<file path="config.mk">
export PLATFORM = sky130hd
export DESIGN_NAME = smga_top
export DESIGN_NICKNAME = d
export VERILOG_FILES = /design/src/smga_pkg.sv /design/src/smga_top.sv
export SDC_FILE = /design/constraint.sdc
export NUM_CORES = 1
export LEC_CHECK = 0
export ABC_AREA = 1
export BUFFER_PORTS_ARGS = -buffer_cell sky130_fd_sc_hd__buf_2
export CORE_MARGIN = 1.5
export CORE_UTILIZATION = 40
export DETAILED_ROUTE_END_ITERATION = 10
export GPL_TIMING_DRIVEN = 1
export PLACE_DENSITY = 0.75
export RECOVER_POWER = 50
export SLEW_MARGIN = 20
export SYNTH_ARGS = -nofsm -noshare
export SYNTH_HDL_FRONTEND = slang
export SYNTH_SLANG_ARGS = --single-unit
export TNS_END_PERCENT = 20
</file>
<file path="constraint.sdc">
create_clock -name hclk -period 3.5 [get_ports hclk]
set_input_delay 0 -clock hclk [delete_from_list [all_inputs] [get_ports hclk]]
set_output_delay 0 -clock hclk [all_outputs]
set_load 0.005 [all_outputs]
</file>
<file path="src/smga_pkg.sv">
`default_nettype none
package smga_pkg;
  // register byte offsets inside the slave window
  localparam int unsigned ADR_W = 8;
  localparam logic [7:0] OFS_CR0  = 8'h00;
  localparam logic [7:0] OFS_ACR  = 8'h04;
  localparam logic [7:0] OFS_SACR = 8'h08;
  localparam logic [7:0] OFS_STAT = 8'h0c;
  localparam logic [7:0] OFS_MASK = 8'h10;

  // global_control_low fields
  localparam int unsigned B_BYPASS   = 0;
  localparam int unsigned B_GF_ABORT = 1;
  localparam int unsigned B_GF_IRQ   = 2;
  localparam int unsigned B_CF_ABORT = 4;
  localparam int unsigned B_CF_IRQ   = 5;

  // auxiliary configuration fields
  localparam int unsigned B_PREFETCH = 0;
  localparam int unsigned B_WC1      = 1;
  localparam int unsigned B_WC2      = 2;
  localparam int unsigned B_NOMATCH  = 8;
  localparam int unsigned B_OFFCTX   = 9;
  localparam int unsigned B_S2C_TLB  = 10;
  localparam int unsigned B_NORM     = 11;

  // implemented bits of each register
  localparam logic [31:0] CR0_MASK  = 32'h0000_0037;
  localparam logic [31:0] ACR_MASK  = 32'h0000_0707;
  localparam logic [31:0] SACR_MASK = 32'h0000_0700;
  localparam logic [31:0] CR0_RST   = 32'h0000_0001;
  localparam logic [31:0] ACR_RST   = 32'h0000_0000;

  // interrupt status and mask layout
  localparam int unsigned ST_W  = 2;
  localparam int unsigned ST_GF = 0;
  localparam int unsigned ST_CF = 1;
  localparam logic [1:0]  ST_RST = 2'h0;

  // memory attribute encodings
  localparam int unsigned ATTR_W = 4;
  localparam logic [3:0] DEF_ATTR_WB = 4'hf;
  localparam logic [3:0] DEF_ATTR_NC = 4'h4;

  // bus encodings
  localparam int unsigned HTRANS_ACT = 1;
  localparam logic        HRESP_OKAY = 1'h0;
endpackage : smga_pkg
`default_nettype wire

</file>
<file path="src/smga_top.sv">
// The AHB-Lite register port and the register offsets were left to the implementer.
`default_nettype none
module smga_top #(
  parameter int unsigned          ADDR_W  = 32,
  parameter logic [smga_pkg::ATTR_W-1:0] ATTR_WB = smga_pkg::DEF_ATTR_WB,
  parameter logic [smga_pkg::ATTR_W-1:0] ATTR_NC = smga_pkg::DEF_ATTR_NC
) (
  input  wire logic                  hclk,
  input  wire logic                  hresetn,
  input  wire logic                  hsel,
  input  wire logic [31:0]           haddr,
  input  wire logic [1:0]            htrans,
  input  wire logic                  hwrite,
  input  wire logic [2:0]            hsize,
  input  wire logic                  hnonsec,
  input  wire logic                  hready,
  input  wire logic [31:0]           hwdata,
  output var  logic [31:0]           hrdata,
  output var  logic                  hreadyout,
  output var  logic                  hresp,
  input  wire logic                  norm_strap,
  input  wire logic                  global_fault_evt,
  input  wire logic                  cfg_fault_evt,
  output var  logic                  global_fault_abort,
  output var  logic                  cfg_fault_abort,
  output var  logic                  fault_irq,
  input  wire logic                  cl_valid,
  input  wire logic [ADDR_W-1:0]     cl_addr,
  input  wire logic [smga_pkg::ATTR_W-1:0] cl_attr,
  input  wire logic                  cl_secure,
  input  wire logic                  cl_s2c_bypass,
  output var  logic                  ds_valid,
  output var  logic [ADDR_W-1:0]     ds_addr,
  output var  logic [smga_pkg::ATTR_W-1:0] ds_attr,
  output var  logic                  ds_sys_share,
  output var  logic                  ds_translate,
  output var  logic                  ds_tlb_fill,
  output var  logic                  walk_cache_two_en,
  output var  logic                  walk_cache_one_en,
  output var  logic                  walk_prefetch_en
);

  logic [31:0]                cr0;
  logic [31:0]                acr_ns;
  logic [31:0]                acr_s;
  logic                       normalize_en;
  logic                       strap_done;
  logic [smga_pkg::ST_W-1:0]  irq_status;
  logic [smga_pkg::ST_W-1:0]  irq_mask;
  logic [smga_pkg::ST_W-1:0]  next_status;
  logic [smga_pkg::ST_W-1:0]  st_set;
  logic [smga_pkg::ST_W-1:0]  st_clr;
  logic [smga_pkg::ADR_W-1:0] dp_addr;
  logic                       dp_write;
  logic                       dp_read;
  logic                       dp_sec;
  logic                       ap_take;
  logic                       wr_cr0;
  logic                       wr_acr;
  logic                       wr_sacr;
  logic                       wr_stat;
  logic                       wr_mask;
  logic [31:0]                rd_mux;
  logic                       client_bypass;
  logic                       global_fault_irq_en;
  logic                       global_fault_abort_en;
  logic                       cfg_fault_irq_en;
  logic                       cfg_fault_abort_en;
  logic                       ctx_bypass_tlb_cache_en;
  logic                       attr_is_wb;
  logic                       norm_active;

  // named views of the control bits
  assign client_bypass         = cr0[smga_pkg::B_BYPASS];
  assign global_fault_abort_en = cr0[smga_pkg::B_GF_ABORT];
  assign global_fault_irq_en   = cr0[smga_pkg::B_GF_IRQ];
  assign cfg_fault_abort_en    = cr0[smga_pkg::B_CF_ABORT];
  assign cfg_fault_irq_en      = cr0[smga_pkg::B_CF_IRQ];

  // walk enables come from the non-secure copy only
  assign walk_prefetch_en  = acr_ns[smga_pkg::B_PREFETCH];
  assign walk_cache_one_en = acr_ns[smga_pkg::B_WC1];
  assign walk_cache_two_en = acr_ns[smga_pkg::B_WC2];

  // the cache enable follows the security state of the traffic
  assign ctx_bypass_tlb_cache_en = cl_secure ?
                                   acr_s[smga_pkg::B_S2C_TLB] :
                                   acr_ns[smga_pkg::B_S2C_TLB];

  // address phase is taken while the slave is ready
  assign ap_take = hsel & htrans[smga_pkg::HTRANS_ACT] & hready;

  // the strap stands in for the bit until the first edge has caught it
  assign norm_active = strap_done ? normalize_en : norm_strap;

  // data phase bookkeeping
  always_ff @(posedge hclk or negedge hresetn) begin
    if (!hresetn) begin
      dp_addr  <= '0;
      dp_write <= 1'b0;
      dp_read  <= 1'b0;
      dp_sec   <= 1'b0;
    end else begin
      if (ap_take) begin
        dp_addr <= haddr[smga_pkg::ADR_W-1:0];
        dp_sec  <= ~hnonsec;
      end
      dp_write <= ap_take & hwrite;
      dp_read  <= ap_take & ~hwrite;
    end
  end

  // write strobes; the secure copy refuses non-secure writers
  always_comb begin
    wr_cr0  = 1'b0;
    wr_acr  = 1'b0;
    wr_sacr = 1'b0;
    wr_stat = 1'b0;
    wr_mask = 1'b0;
    if (!dp_write) begin
      wr_cr0 = 1'b0;
    end else if (dp_addr == smga_pkg::OFS_CR0) begin
      wr_cr0 = 1'b1;
    end else if (dp_addr == smga_pkg::OFS_ACR) begin
      wr_acr = 1'b1;
    end else if (dp_addr == smga_pkg::OFS_SACR) begin
      wr_sacr = dp_sec;
    end else if (dp_addr == smga_pkg::OFS_STAT) begin
      wr_stat = 1'b1;
    end else if (dp_addr == smga_pkg::OFS_MASK) begin
      wr_mask = 1'b1;
    end
  end

  // read mux; unmapped and reserved bits give zero
  always_comb begin
    rd_mux = '0;
    if (dp_addr == smga_pkg::OFS_CR0) begin
      rd_mux = cr0 & smga_pkg::CR0_MASK;
    end else if (dp_addr == smga_pkg::OFS_ACR) begin
      rd_mux = acr_ns & smga_pkg::ACR_MASK;
    end else if (dp_addr == smga_pkg::OFS_SACR && dp_sec) begin
      rd_mux = acr_s & smga_pkg::SACR_MASK;
      rd_mux[smga_pkg::B_NORM] = norm_active;
    end else if (dp_addr == smga_pkg::OFS_STAT) begin
      rd_mux[smga_pkg::ST_W-1:0] = irq_status;
    end else if (dp_addr == smga_pkg::OFS_MASK) begin
      rd_mux[smga_pkg::ST_W-1:0] = irq_mask;
    end
  end

  // reads take one wait state, writes none
  always_ff @(posedge hclk or negedge hresetn) begin
    if (!hresetn) begin
      hreadyout <= 1'b1;
      hrdata    <= '0;
      hresp     <= smga_pkg::HRESP_OKAY;
    end else begin
      hreadyout <= ~(ap_take & ~hwrite);
      hresp     <= smga_pkg::HRESP_OKAY;
      if (dp_read) begin
        hrdata <= rd_mux;
      end
    end
  end

  // global control, bypass out of reset
  always_ff @(posedge hclk or negedge hresetn) begin
    if (!hresetn) begin
      cr0 <= smga_pkg::CR0_RST;
    end else if (wr_cr0) begin
      cr0 <= hwdata & smga_pkg::CR0_MASK;
    end
  end

  // non-secure aux copy: bits 0-2 and 8-10
  always_ff @(posedge hclk or negedge hresetn) begin
    if (!hresetn) begin
      acr_ns <= smga_pkg::ACR_RST;
    end else if (wr_acr) begin
      acr_ns <= hwdata & smga_pkg::ACR_MASK;
    end
  end

  // secure aux copy: bits 8-10
  always_ff @(posedge hclk or negedge hresetn) begin
    if (!hresetn) begin
      acr_s <= smga_pkg::ACR_RST;
    end else if (wr_sacr) begin
      acr_s <= hwdata & smga_pkg::SACR_MASK;
    end
  end

  // normalization bit: strap caught at the first edge after release
  always_ff @(posedge hclk or negedge hresetn) begin
    if (!hresetn) begin
      normalize_en <= 1'b0;
      strap_done   <= 1'b0;
    end else if (!strap_done) begin
      normalize_en <= norm_strap;
      strap_done   <= 1'b1;
    end else if (wr_sacr) begin
      normalize_en <= hwdata[smga_pkg::B_NORM];
    end
  end

  // sticky fault status, gated by the interrupt enables
  always_comb begin
    st_set = '0;
    st_clr = '0;
    st_set[smga_pkg::ST_GF] = global_fault_evt & global_fault_irq_en;
    st_set[smga_pkg::ST_CF] = cfg_fault_evt & cfg_fault_irq_en;
    if (wr_stat) begin
      st_clr = hwdata[smga_pkg::ST_W-1:0];
    end
    next_status = st_set | (irq_status & ~st_clr); // set beats clear
  end

  // sticky status register, cleared by writing ones
  always_ff @(posedge hclk or negedge hresetn) begin
    if (!hresetn) begin
      irq_status <= smga_pkg::ST_RST;
    end else begin
      irq_status <= next_status;
    end
  end

  // interrupt mask
  always_ff @(posedge hclk or negedge hresetn) begin
    if (!hresetn) begin
      irq_mask <= smga_pkg::ST_RST;
    end else if (wr_mask) begin
      irq_mask <= hwdata[smga_pkg::ST_W-1:0];
    end
  end

  // level interrupt while any unmasked status bit is set
  always_ff @(posedge hclk or negedge hresetn) begin
    if (!hresetn) begin
      fault_irq <= 1'b0;
    end else begin
      fault_irq <= |(irq_status & irq_mask);
    end
  end

  // abort pulses back to the offending transaction
  always_ff @(posedge hclk or negedge hresetn) begin
    if (!hresetn) begin
      global_fault_abort <= 1'b0;
      cfg_fault_abort    <= 1'b0;
    end else begin
      global_fault_abort <= global_fault_evt & global_fault_abort_en;
      cfg_fault_abort    <= cfg_fault_evt & cfg_fault_abort_en;
    end
  end

  // inner and outer write-back is left alone by normalization
  assign attr_is_wb = (cl_attr == ATTR_WB);

  // client to downstream stage, one register deep
  always_ff @(posedge hclk or negedge hresetn) begin
    if (!hresetn) begin
      ds_valid     <= 1'b0;
      ds_addr      <= '0;
      ds_attr      <= '0;
      ds_sys_share <= 1'b0;
      ds_translate <= 1'b0;
      ds_tlb_fill  <= 1'b0;
    end else begin
      ds_valid     <= cl_valid;
      ds_addr      <= cl_addr;
      ds_translate <= cl_valid & ~client_bypass;
      ds_tlb_fill  <= cl_valid & cl_s2c_bypass &
                      ctx_bypass_tlb_cache_en;
      if (norm_active && !attr_is_wb) begin
        ds_attr      <= ATTR_NC;
        ds_sys_share <= 1'b1;
      end else begin
        ds_attr      <= cl_attr;
        ds_sys_share <= 1'b0;
      end
    end
  end

endmodule : smga_top
`default_nettype wire

</file>
# Yosys cells after proc, flatten, opt, wreduce, memory -nomap -nowiden

Cells that the tools add are included.

RAM bits: 0
Logic and storage cells: 85
Input port bits: 117
Bits in read-only memories: 0
Memories: 0
Bits in latches: 0
Output and inout port bits: 80
Register bits after elaboration: 107

Equality and inequality tests: 6
Divide/modulo/power cells: 0
Shift-type cells: 0
Bitwise gates (word level): 19
Mux-type cells: 33
$mul: 0
$lt $le $gt $ge: 0
Add/subtract/negate cells: 0
Reductions and logical operators: 5

Operators with widths:

| cell                                                                   | number |
|---|---|
| 1-bit two-way mux                                                      | 25 |
| 12-bit two-way mux                                                     | 2 |
| 8-bit by 4-bit equality test with 1-bit output (second input constant) | 2 |
| 1-bit bitwise AND                                                      | 11 |
| 10-bit two-way mux                                                     | 1 |
| 8-bit by 3-bit equality test with 1-bit output (second input constant) | 1 |
| 8-bit by 5-bit equality test with 1-bit output (second input constant) | 1 |
| 8-bit logical NOT                                                      | 1 |
| 2-bit two-way mux                                                      | 4 |
| 2-bit bitwise AND                                                      | 2 |
| 4-bit equality test (second input constant)                            | 1 |
| 4-bit two-way mux                                                      | 1 |
| 1-bit inverter                                                         | 4 |
| 1-bit logical AND                                                      | 2 |
| 2-bit by 1-bit != test with 1-bit output (second input constant)       | 1 |
| 2-bit inverter                                                         | 1 |
| 2-bit bitwise OR                                                       | 1 |
| 2-bit OR reduction                                                     | 1 |
| 1-bit logical NOT                                                      | 1 |

# Logic depth before layout (Yosys ltp)

Gate-level depths: netlist (run 1).

Depth after elaboration: 10
Gate-level depth with buffers: 9
Mapped depth without buffers: 9

# Worst setup path before layout (run 1)

Ideal clock, no wire load.

Path kind: register to register
From: reg dp_addr[7] in the netlist's numbering
To: reg acr_ns[2]
Clock period less this slack: 1.177 ns
Stages on the path, launching flop included: 8
Data required time: 3.382 ns
Buffers on the path: 1
Setup time: 0.118 ns
Data arrival time: 1.059 ns
Slack: 2.323 ns
Cells stage by stage: dfrtp_1 nor2_2 nand3_2 nor2_4 nand2_2 buf_6 nand2_1 o21ai_2

Word-level cells in the longest chain between the ends: 4
Elaborated cells between the ends (all ways): 5
Those cells by class: eq/ne (1); mux (3); reduce/logical (1)

Ends and longest elaborated chain:

| what                                           | line            | RTL |
|---|---|---|
| from (decl)                                    | smga_top.sv:53  | `logic [smga_pkg::ADR_W-1:0] dp_addr;` |
| from (signal assigned)                         | smga_top.sv:105 | `dp_addr <= haddr[smga_pkg::ADR_W-1:0];` |
| 8-bit by 3-bit equality test with 1-bit output | smga_top.sv:124 | `end else if (dp_addr == smga_pkg::OFS_ACR) begin` |
| 1-bit two-way mux                              | smga_top.sv:124 |  |
| 1-bit two-way mux *                            | smga_top.sv:122 | `end else if (dp_addr == smga_pkg::OFS_CR0) begin` |
| 1-bit two-way mux *                            | smga_top.sv:120 | `if (!dp_write) begin` |
| to (signal assigned)                           | smga_top.sv:179 | `acr_ns <= smga_pkg::ACR_RST;` |
| to (signal assigned)                           | smga_top.sv:181 | `acr_ns <= hwdata & smga_pkg::ACR_MASK;` |
| to (decl)                                      | smga_top.sv:44  | `logic [31:0] acr_ns;` |

Every way passes the cells marked *; elsewhere a longest branch is shown, timed or not.
A chain may end at the register's enable or synchronous reset.

==> impl_metrics.csv, run 1 <==
group,metric,value,unit
sta,setup_viol,0,
logic_synthesis,synthXorXnorAreaFrac,0,
critical_path,rrSetupSlack,2130,ps
logic_synthesis,async_reset_ff_frac,1.00,
logic_synthesis,synthFlopType,"dfrtp_1",
job,maxCapViolCount,1,
logic_synthesis,synth_mux_area_frac,0,
global_route,grt_first_pass_wirelength,12100,um
sta,slew_headroom,-0.345,
detailed_routing,wl_per_cell,12.1,um
finish,final_layout_size_suffix_gt1_frac,0.295,
cts,root_buffer,"clkbuf_8",
global_route,grt_max_degree,85,
logic_synthesis,synth.top_cell.area_share,0.633,
critical_path,slowest_delay,1410,ps
detailed_routing,drc_errors,0,
critical_path,crit_arrival,2010,ps
logic_synthesis,syn-instance-count,305,
global_route,grt_pass1_vias,2684,
global_route,grt_usage,0.181,
worst_hold_path,hp-start,"cl_addr[29]",
logic_synthesis,ys_types,27,
sta,fin_crit,1970,ps
finish,regArea,2100,um^2
status,outcome,"finished, violations left",
power_and_ir_drop,vdd_drop_max,0.276,mV
critical_path,path_depth,2,
floorplan,row_count,32,
critical_path,r2r_start,"dp_addr[5]",
cts,clk_pin_slew,80,ps
floorplan,die_h,93.0,um
sta,worst_pin_slew,2020,ps
cts,cts_tree,"yes",
logic_synthesis,synth_compound_area_frac,0.0618,
placed_design,dp_hpwl,4740,um
floorplan,ios,197,
worst_hold_path,hold-path-endpoint,"ds_addr[29]",
logic_synthesis,synth_top_family_by_area,"simple AND/OR/NAND/NOR gates",
floorplan,core,7770,um^2
cts,cts_sinks,84,
detailed_routing,routed_wl,7250,um
cts,cts_buffers,9,
critical_path,crit_family,"buffers and inverters",
global_route,grt_overflow_total,0,
logic_synthesis,avgSynthCellArea,10.6,um^2
cts,h-tree-depth,3,
placed_design,gp_congestion,0.756,
logic_synthesis,synth-seq-cells,84,
finish,fillers,676,
detailed_routing,drtIter0Drc,123,
critical_path,slowest_stage,"clkbuf_2",
logic_synthesis,synth_warnings,0,
floorplan,die_area,8650,um^2
worst_hold_path,worstHoldPathType,"primary input to register",
logic_synthesis,yosys.area_share.simple,0.179,
detailed_routing,ant_nets,0,
status,violations,"capacitance limit, slew limit",
logic_synthesis,synth-edff-count,0,
sta,hold_viol,0,
logic_synthesis,syn_area,3240,um^2
logic_synthesis,seq_area_frac_synth,0.649,
detailed_routing,dr.pass1.iters,4,
critical_path,crit_required,3550,ps
sta,finClkSkew,5.84,ps
power_and_ir_drop,leakagePower,2.42,nW
sta,rsz0062_at_grt,"false",
finish,finish.net_count,610,
sta,min_period_over_period,0.562,
critical_path,cp-end-kind,"async pin",
critical_path,path_max_fanout,84,
critical_path,crit_type,"primary input to async pin",
finish,insertedDiodeCount,0,
critical_path,r2r-end,"acr_ns[9]",
cts,clk_path_buf_depth,2,
placed_design,io_buffers,121,
critical_path,cp_cell_sequence,"dlygate4sd3_1 -> clkbuf_2",
finish,multi_input_area,875,um^2
global_route,antenna_found_initial,0,
logic_synthesis,synth_top_cell_by_area,"dfrtp_1",
logic_synthesis,synth.area.top_cells,"dfrtp_1 63%, nand2_1 8.3%, buf_4 5.6%",
sta,final.setup.tns,0,ps
cts,clock_latency,340,ps
logic_synthesis,synth_fa_ha_area_frac,0,
floorplan,start_util,0.417,
detailed_routing,vias_per_cell,4.33,
floorplan,die_width,93.0,um
critical_path,crit_buf_inv,2,
worst_hold_path,holdPathStages,2,
power_and_ir_drop,powerDensity,429,nW/um^2
power_and_ir_drop,finalPower,2.00,mW
detailed_routing,vias,2595,
sta,max_clock_freq,0.508,GHz
critical_path,r2r_cells,6,
sta,slew_violations,85,
critical_path,startpoint_type,"primary input",
cts,postCtsSetupBuffers,0,
finish,syn2layout_area_growth,43.6,%
critical_path,startpoint,"hresetn",
## per-layer routing
| metal | wire (um) | global-route usage |
|---|---|---|
| met3 | 543 | 0.0561 |
| met2 | 3500 | 0.295 |
| met5 | 0 | 0 |
| met1 | 3080 | 0.224 |
| met4 | 136 | 0.0732 |
## cell type report
class	count	share of cell area
flip-flops and latches	84	0.452
clock inverters	4	0.0156
multi-input cells	184	0.188
clock buffers	12	0.0312
well taps	102	0.0274
inverters	30	0.0245
repair buffers	184	0.261
## where the power goes
group / internal (mW) / total, mW / switching, mW
logic: 0.106 / 0.211 / 0.104
registers: 1.02 / 1.04 / 0.0221
clock network: 0.421 / 0.747 / 0.326
## sequential cells by signal, summed over array words and instances, names as in the netlist, 2 cells and up
| name | cells |
|---|---|
| cr0 | 5 |
| ds_addr | 32 |
| irq_mask | 2 |
| ds_attr | 4 |
| irq_status | 2 |
| dp_addr | 8 |
| acr_ns | 6 |
| acr_s | 3 |
| hrdata | 9 |
## synthesized netlist by cell type (3+ instances only)
master and number:
nor2_1 21, o211ai_1 3, dfrtp_1 82, nand3_1 18
nand3_2 3, buf_4 24, nand2_1 72, o21ai_2 9
nor2_2 4, nand2_2 3, inv_1 28, a21oi_1 9
nor2_4 3, o21ai_0 7
## kinds of logic after synthesis
kind of cell	after synthesis
simple gates	128
flops	84
buf+inv	60
compound gates	31
other cells	2
## what timing repair did
item                      CTS  global route
hold buffers               63             0
hold endpoints to repair  153             0
gates resized for setup     0             0
## layout by cell type, fill, tap and decap left out, types with 3 or more instances in the layout
cell type	count
a21oi_1	9
buf_2	104
clkbuf_1	18
clkbuf_8	10
conb_1	25
dfrtp_1	82
dlygate4sd3_1	63
inv_1	28
nand2_1	72
nand2_2	3
nand3_1	18
nand3_2	3
nor2_1	21
nor2_2	4
nor2_4	3
o211ai_1	3
o21ai_0	7
o21ai_2	9
## how the worst max path moves through the flow
| stage | end | slack, ps |
|---|---|---|
| 6_report | ds_addr[28] | 1530 |
| 5_1_grt | ds_addr[28] | 1140 |
| 4_1_cts | acr_ns[2] | 2110 |
| 3_5_place_dp | acr_ns[9] | 2120 |
| 3_3_place_gp | acr_ns[9] | 2150 |
| 2_1_floorplan | acr_ns[2] | 2320 |
## per-stage QoR
stage / utilization / setup WS (ps) / cells / hold WS (ps) / cell area (um^2)
floorplan: - / 2320 / 328 / -296 / 3330
global placement: 0.493 / 2150 / 521 / 107 / 3830
CTS: 0.602 / 2110 / 600 / 273 / 4680
global route: 0.599 / 1140 / 600 / 286 / 4650
detailed placement: 0.493 / 2120 / 521 / 109 / 3830
finish: 0.599 / 1530 / 600 / 289 / 4650
(Power assumes the default switching activity.)
==> run 2, diff against run 1 <==
Clock period 3.5 ns to 1.9 ns, I/O delays scaled along.
==> run 2 against run 1 <==
Compared with the run above:
- the run now ends clean
- clock skew grew 7.5 ps
- clock-buffer cell count shrank 1
- via count shrank 0.73%
- largest cell class unchanged
- setup slack lost 1000 ps
==> impl_metrics.csv, run 2 (synthesis results as in run 1) <==
group,metric,value,unit
sta,worst_pin_slew,1110,ps
floorplan,row_count,32,
detailed_routing,ant_nets,0,
finish,multi_input_area,875,um^2
sta,slew_headroom,0.258,
placed_design,dp_slack,527,ps
critical_path,r2r_start,"strap_done",
cts,cts_sinks,84,
global_route,antenna_found_initial,0,
critical_path,startpoint,"strap_done",
cts,clock_latency,340,ps
cts,ctsResizeCount,0,
critical_path,r2r_cells,6,
detailed_routing,vias_per_cell,4.29,
finish,final_util,0.603,
sta,fin_crit,1390,ps
cts,h-tree-depth,3,
cts,cts_tree,"yes",
power_and_ir_drop,leakagePower,2.45,nW
detailed_routing,dr.pass1.iters,4,
finish,insertedDiodeCount,0,
finish,layout_common_cells,"107 x buf_2, 82 x dfrtp_1, 72 x nand2_1, 63 x dlygate4sd3_1, 29 x inv_1",
critical_path,crit_arrival,1620,ps
critical_path,crit_type,"register to register",
finish,final_layout_size_suffix_gt1_frac,0.303,
cts,cts_buffers,9,
placed_design,placed_cell_area,3850,um^2
detailed_routing,routed_wl,7480,um
critical_path,path_max_fanout,5,
detailed_routing,vias,2576,
placed_design,dp_hpwl,4850,um
cts,clk_path_buf_depth,2,
floorplan,die_width,93.0,um
critical_path,r2r-end,"normalize_en",
global_route,grt_overflow_total,0,
sta,finClkSkew,13.4,ps
critical_path,cp-end-kind,"register",
status,outcome,"completed",
power_and_ir_drop,vdd_drop_max,0.422,mV
detailed_routing,wl_per_cell,12.5,um
finish,largest_register,"ds_addr",
critical_path,crit_required,2130,ps
global_route,grt_usage,0.185,
placed_design,io_buffers,121,
job,maxCapViolCount,0,
cts,root_buffer,"clkbuf_8",
floorplan,start_util,0.417,
finish,fillers,679,
sta,max_clock_freq,0.721,GHz
power_and_ir_drop,powerDensity,792,nW/um^2
floorplan,core,7770,um^2
finish,regArea,2100,um^2
finish,largest_reg_flops,32,
sta,slew_violations,0,
finish,finish.net_count,611,
finish,syn2layout_area_growth,44.6,%
global_route,grt_first_pass_wirelength,12100,um
global_route,grt_pass1_vias,2667,
sta,final.setup.tns,0,ps
finish,reg_top3,"ds_addr x32, hrdata x9, dp_addr x8",
finish,postLayoutCellArea,4680,um^2
cts,clk_pin_slew,80,ps
sta,setup_slack,514,ps
critical_path,startpoint_type,"register",
floorplan,die_h,93.0,um
detailed_routing,drtIter0Drc,151,
critical_path,rrSetupSlack,510,ps
critical_path,cp-endpoint,"normalize_en",
placed_design,gp_congestion,0.753,
worst_hold_path,worstHoldPathType,"primary input to register",
global_route,grt_max_degree,44,
floorplan,die_area,8650,um^2
sta,setup_viol,0,
floorplan,ios,197,
sta,min_period_over_period,0.730,
sta,hold_viol,0,
finish,final_common_cell,"buf_2",
detailed_routing,drc_errors,0,
sta,rsz0062_at_grt,"false",
[run 2: cell types whose count changed in the layout (fill, tap and decap cells not counted)]
cell / before / now
clkbuf_8: 10 / 11
buf_12: 0 / 1
inv_2: 1 / 0
clkbuf_1: 18 / 13
buf_2: 104 / 107
inv_1: 28 / 29
[run 2: per-stage QoR]
stage | std cells | hold WS [ps] | power, mW
floorplan | 328 | -296 | 2.10
global placement | 522 | 25.7 | 2.23
detailed placement | 522 | 32.8 | 2.25
CTS | 600 | 199 | 3.76
global route | 600 | 275 | 3.90
finish | 600 | 292 | 3.71
[run 2: layout make-up]
cell class,instances,share of cell area
repair buffers,185,0.265
clock buffers,11,0.0323
multi-input cells,184,0.187
well taps,102,0.0272
flip-flops and latches,84,0.449
inverters,30,0.0243
clock inverters,4,0.0155
[run 2: what timing repair did]
| item | CTS | global route |
|---|---|---|
| setup buffers | 0 | 0 |
| hold endpoints to repair | 112 | 0 |
| hold buffers | 63 | 0 |
[run 2: power breakdown]
part	internal (mW)	switching, mW	total [mW]	leakage [nW]
clock network	0.803	0.599	1.40	0.111
logic	0.201	0.196	0.397	1.39
registers	1.87	0.0403	1.91	0.948
[run 2: per-layer routing]
metal,up-vias,GRT usage,share of wire
li1,1269,-,-
met1,1184,0.221,0.42
met2,112,0.314,0.49
met3,11,0.0602,0.075
met4,0,0.0644,0.016
met5,-,0,0
[run 2: how the worst min path moves through the flow]
stage                startpoint     endpoint  depth (start not counted)
floorplan               hresetn    acr_ns[0]                          0
global placement        hresetn    fault_irq                          1
detailed placement      hresetn    hrdata[1]                          1
CTS                     hresetn    hrdata[0]                          2
global route        cl_addr[18]  ds_addr[18]                          2
finish              cl_addr[18]  ds_addr[18]                          2
[run 2: critical path, cell delays in order, from the launching register on]
cell	delay, ps
dfrtp_1	420
inv_1	60
nand2_1	70
nand2_1	50
dlygate4sd3_1	560
nand2_1	70
nand2_1	40
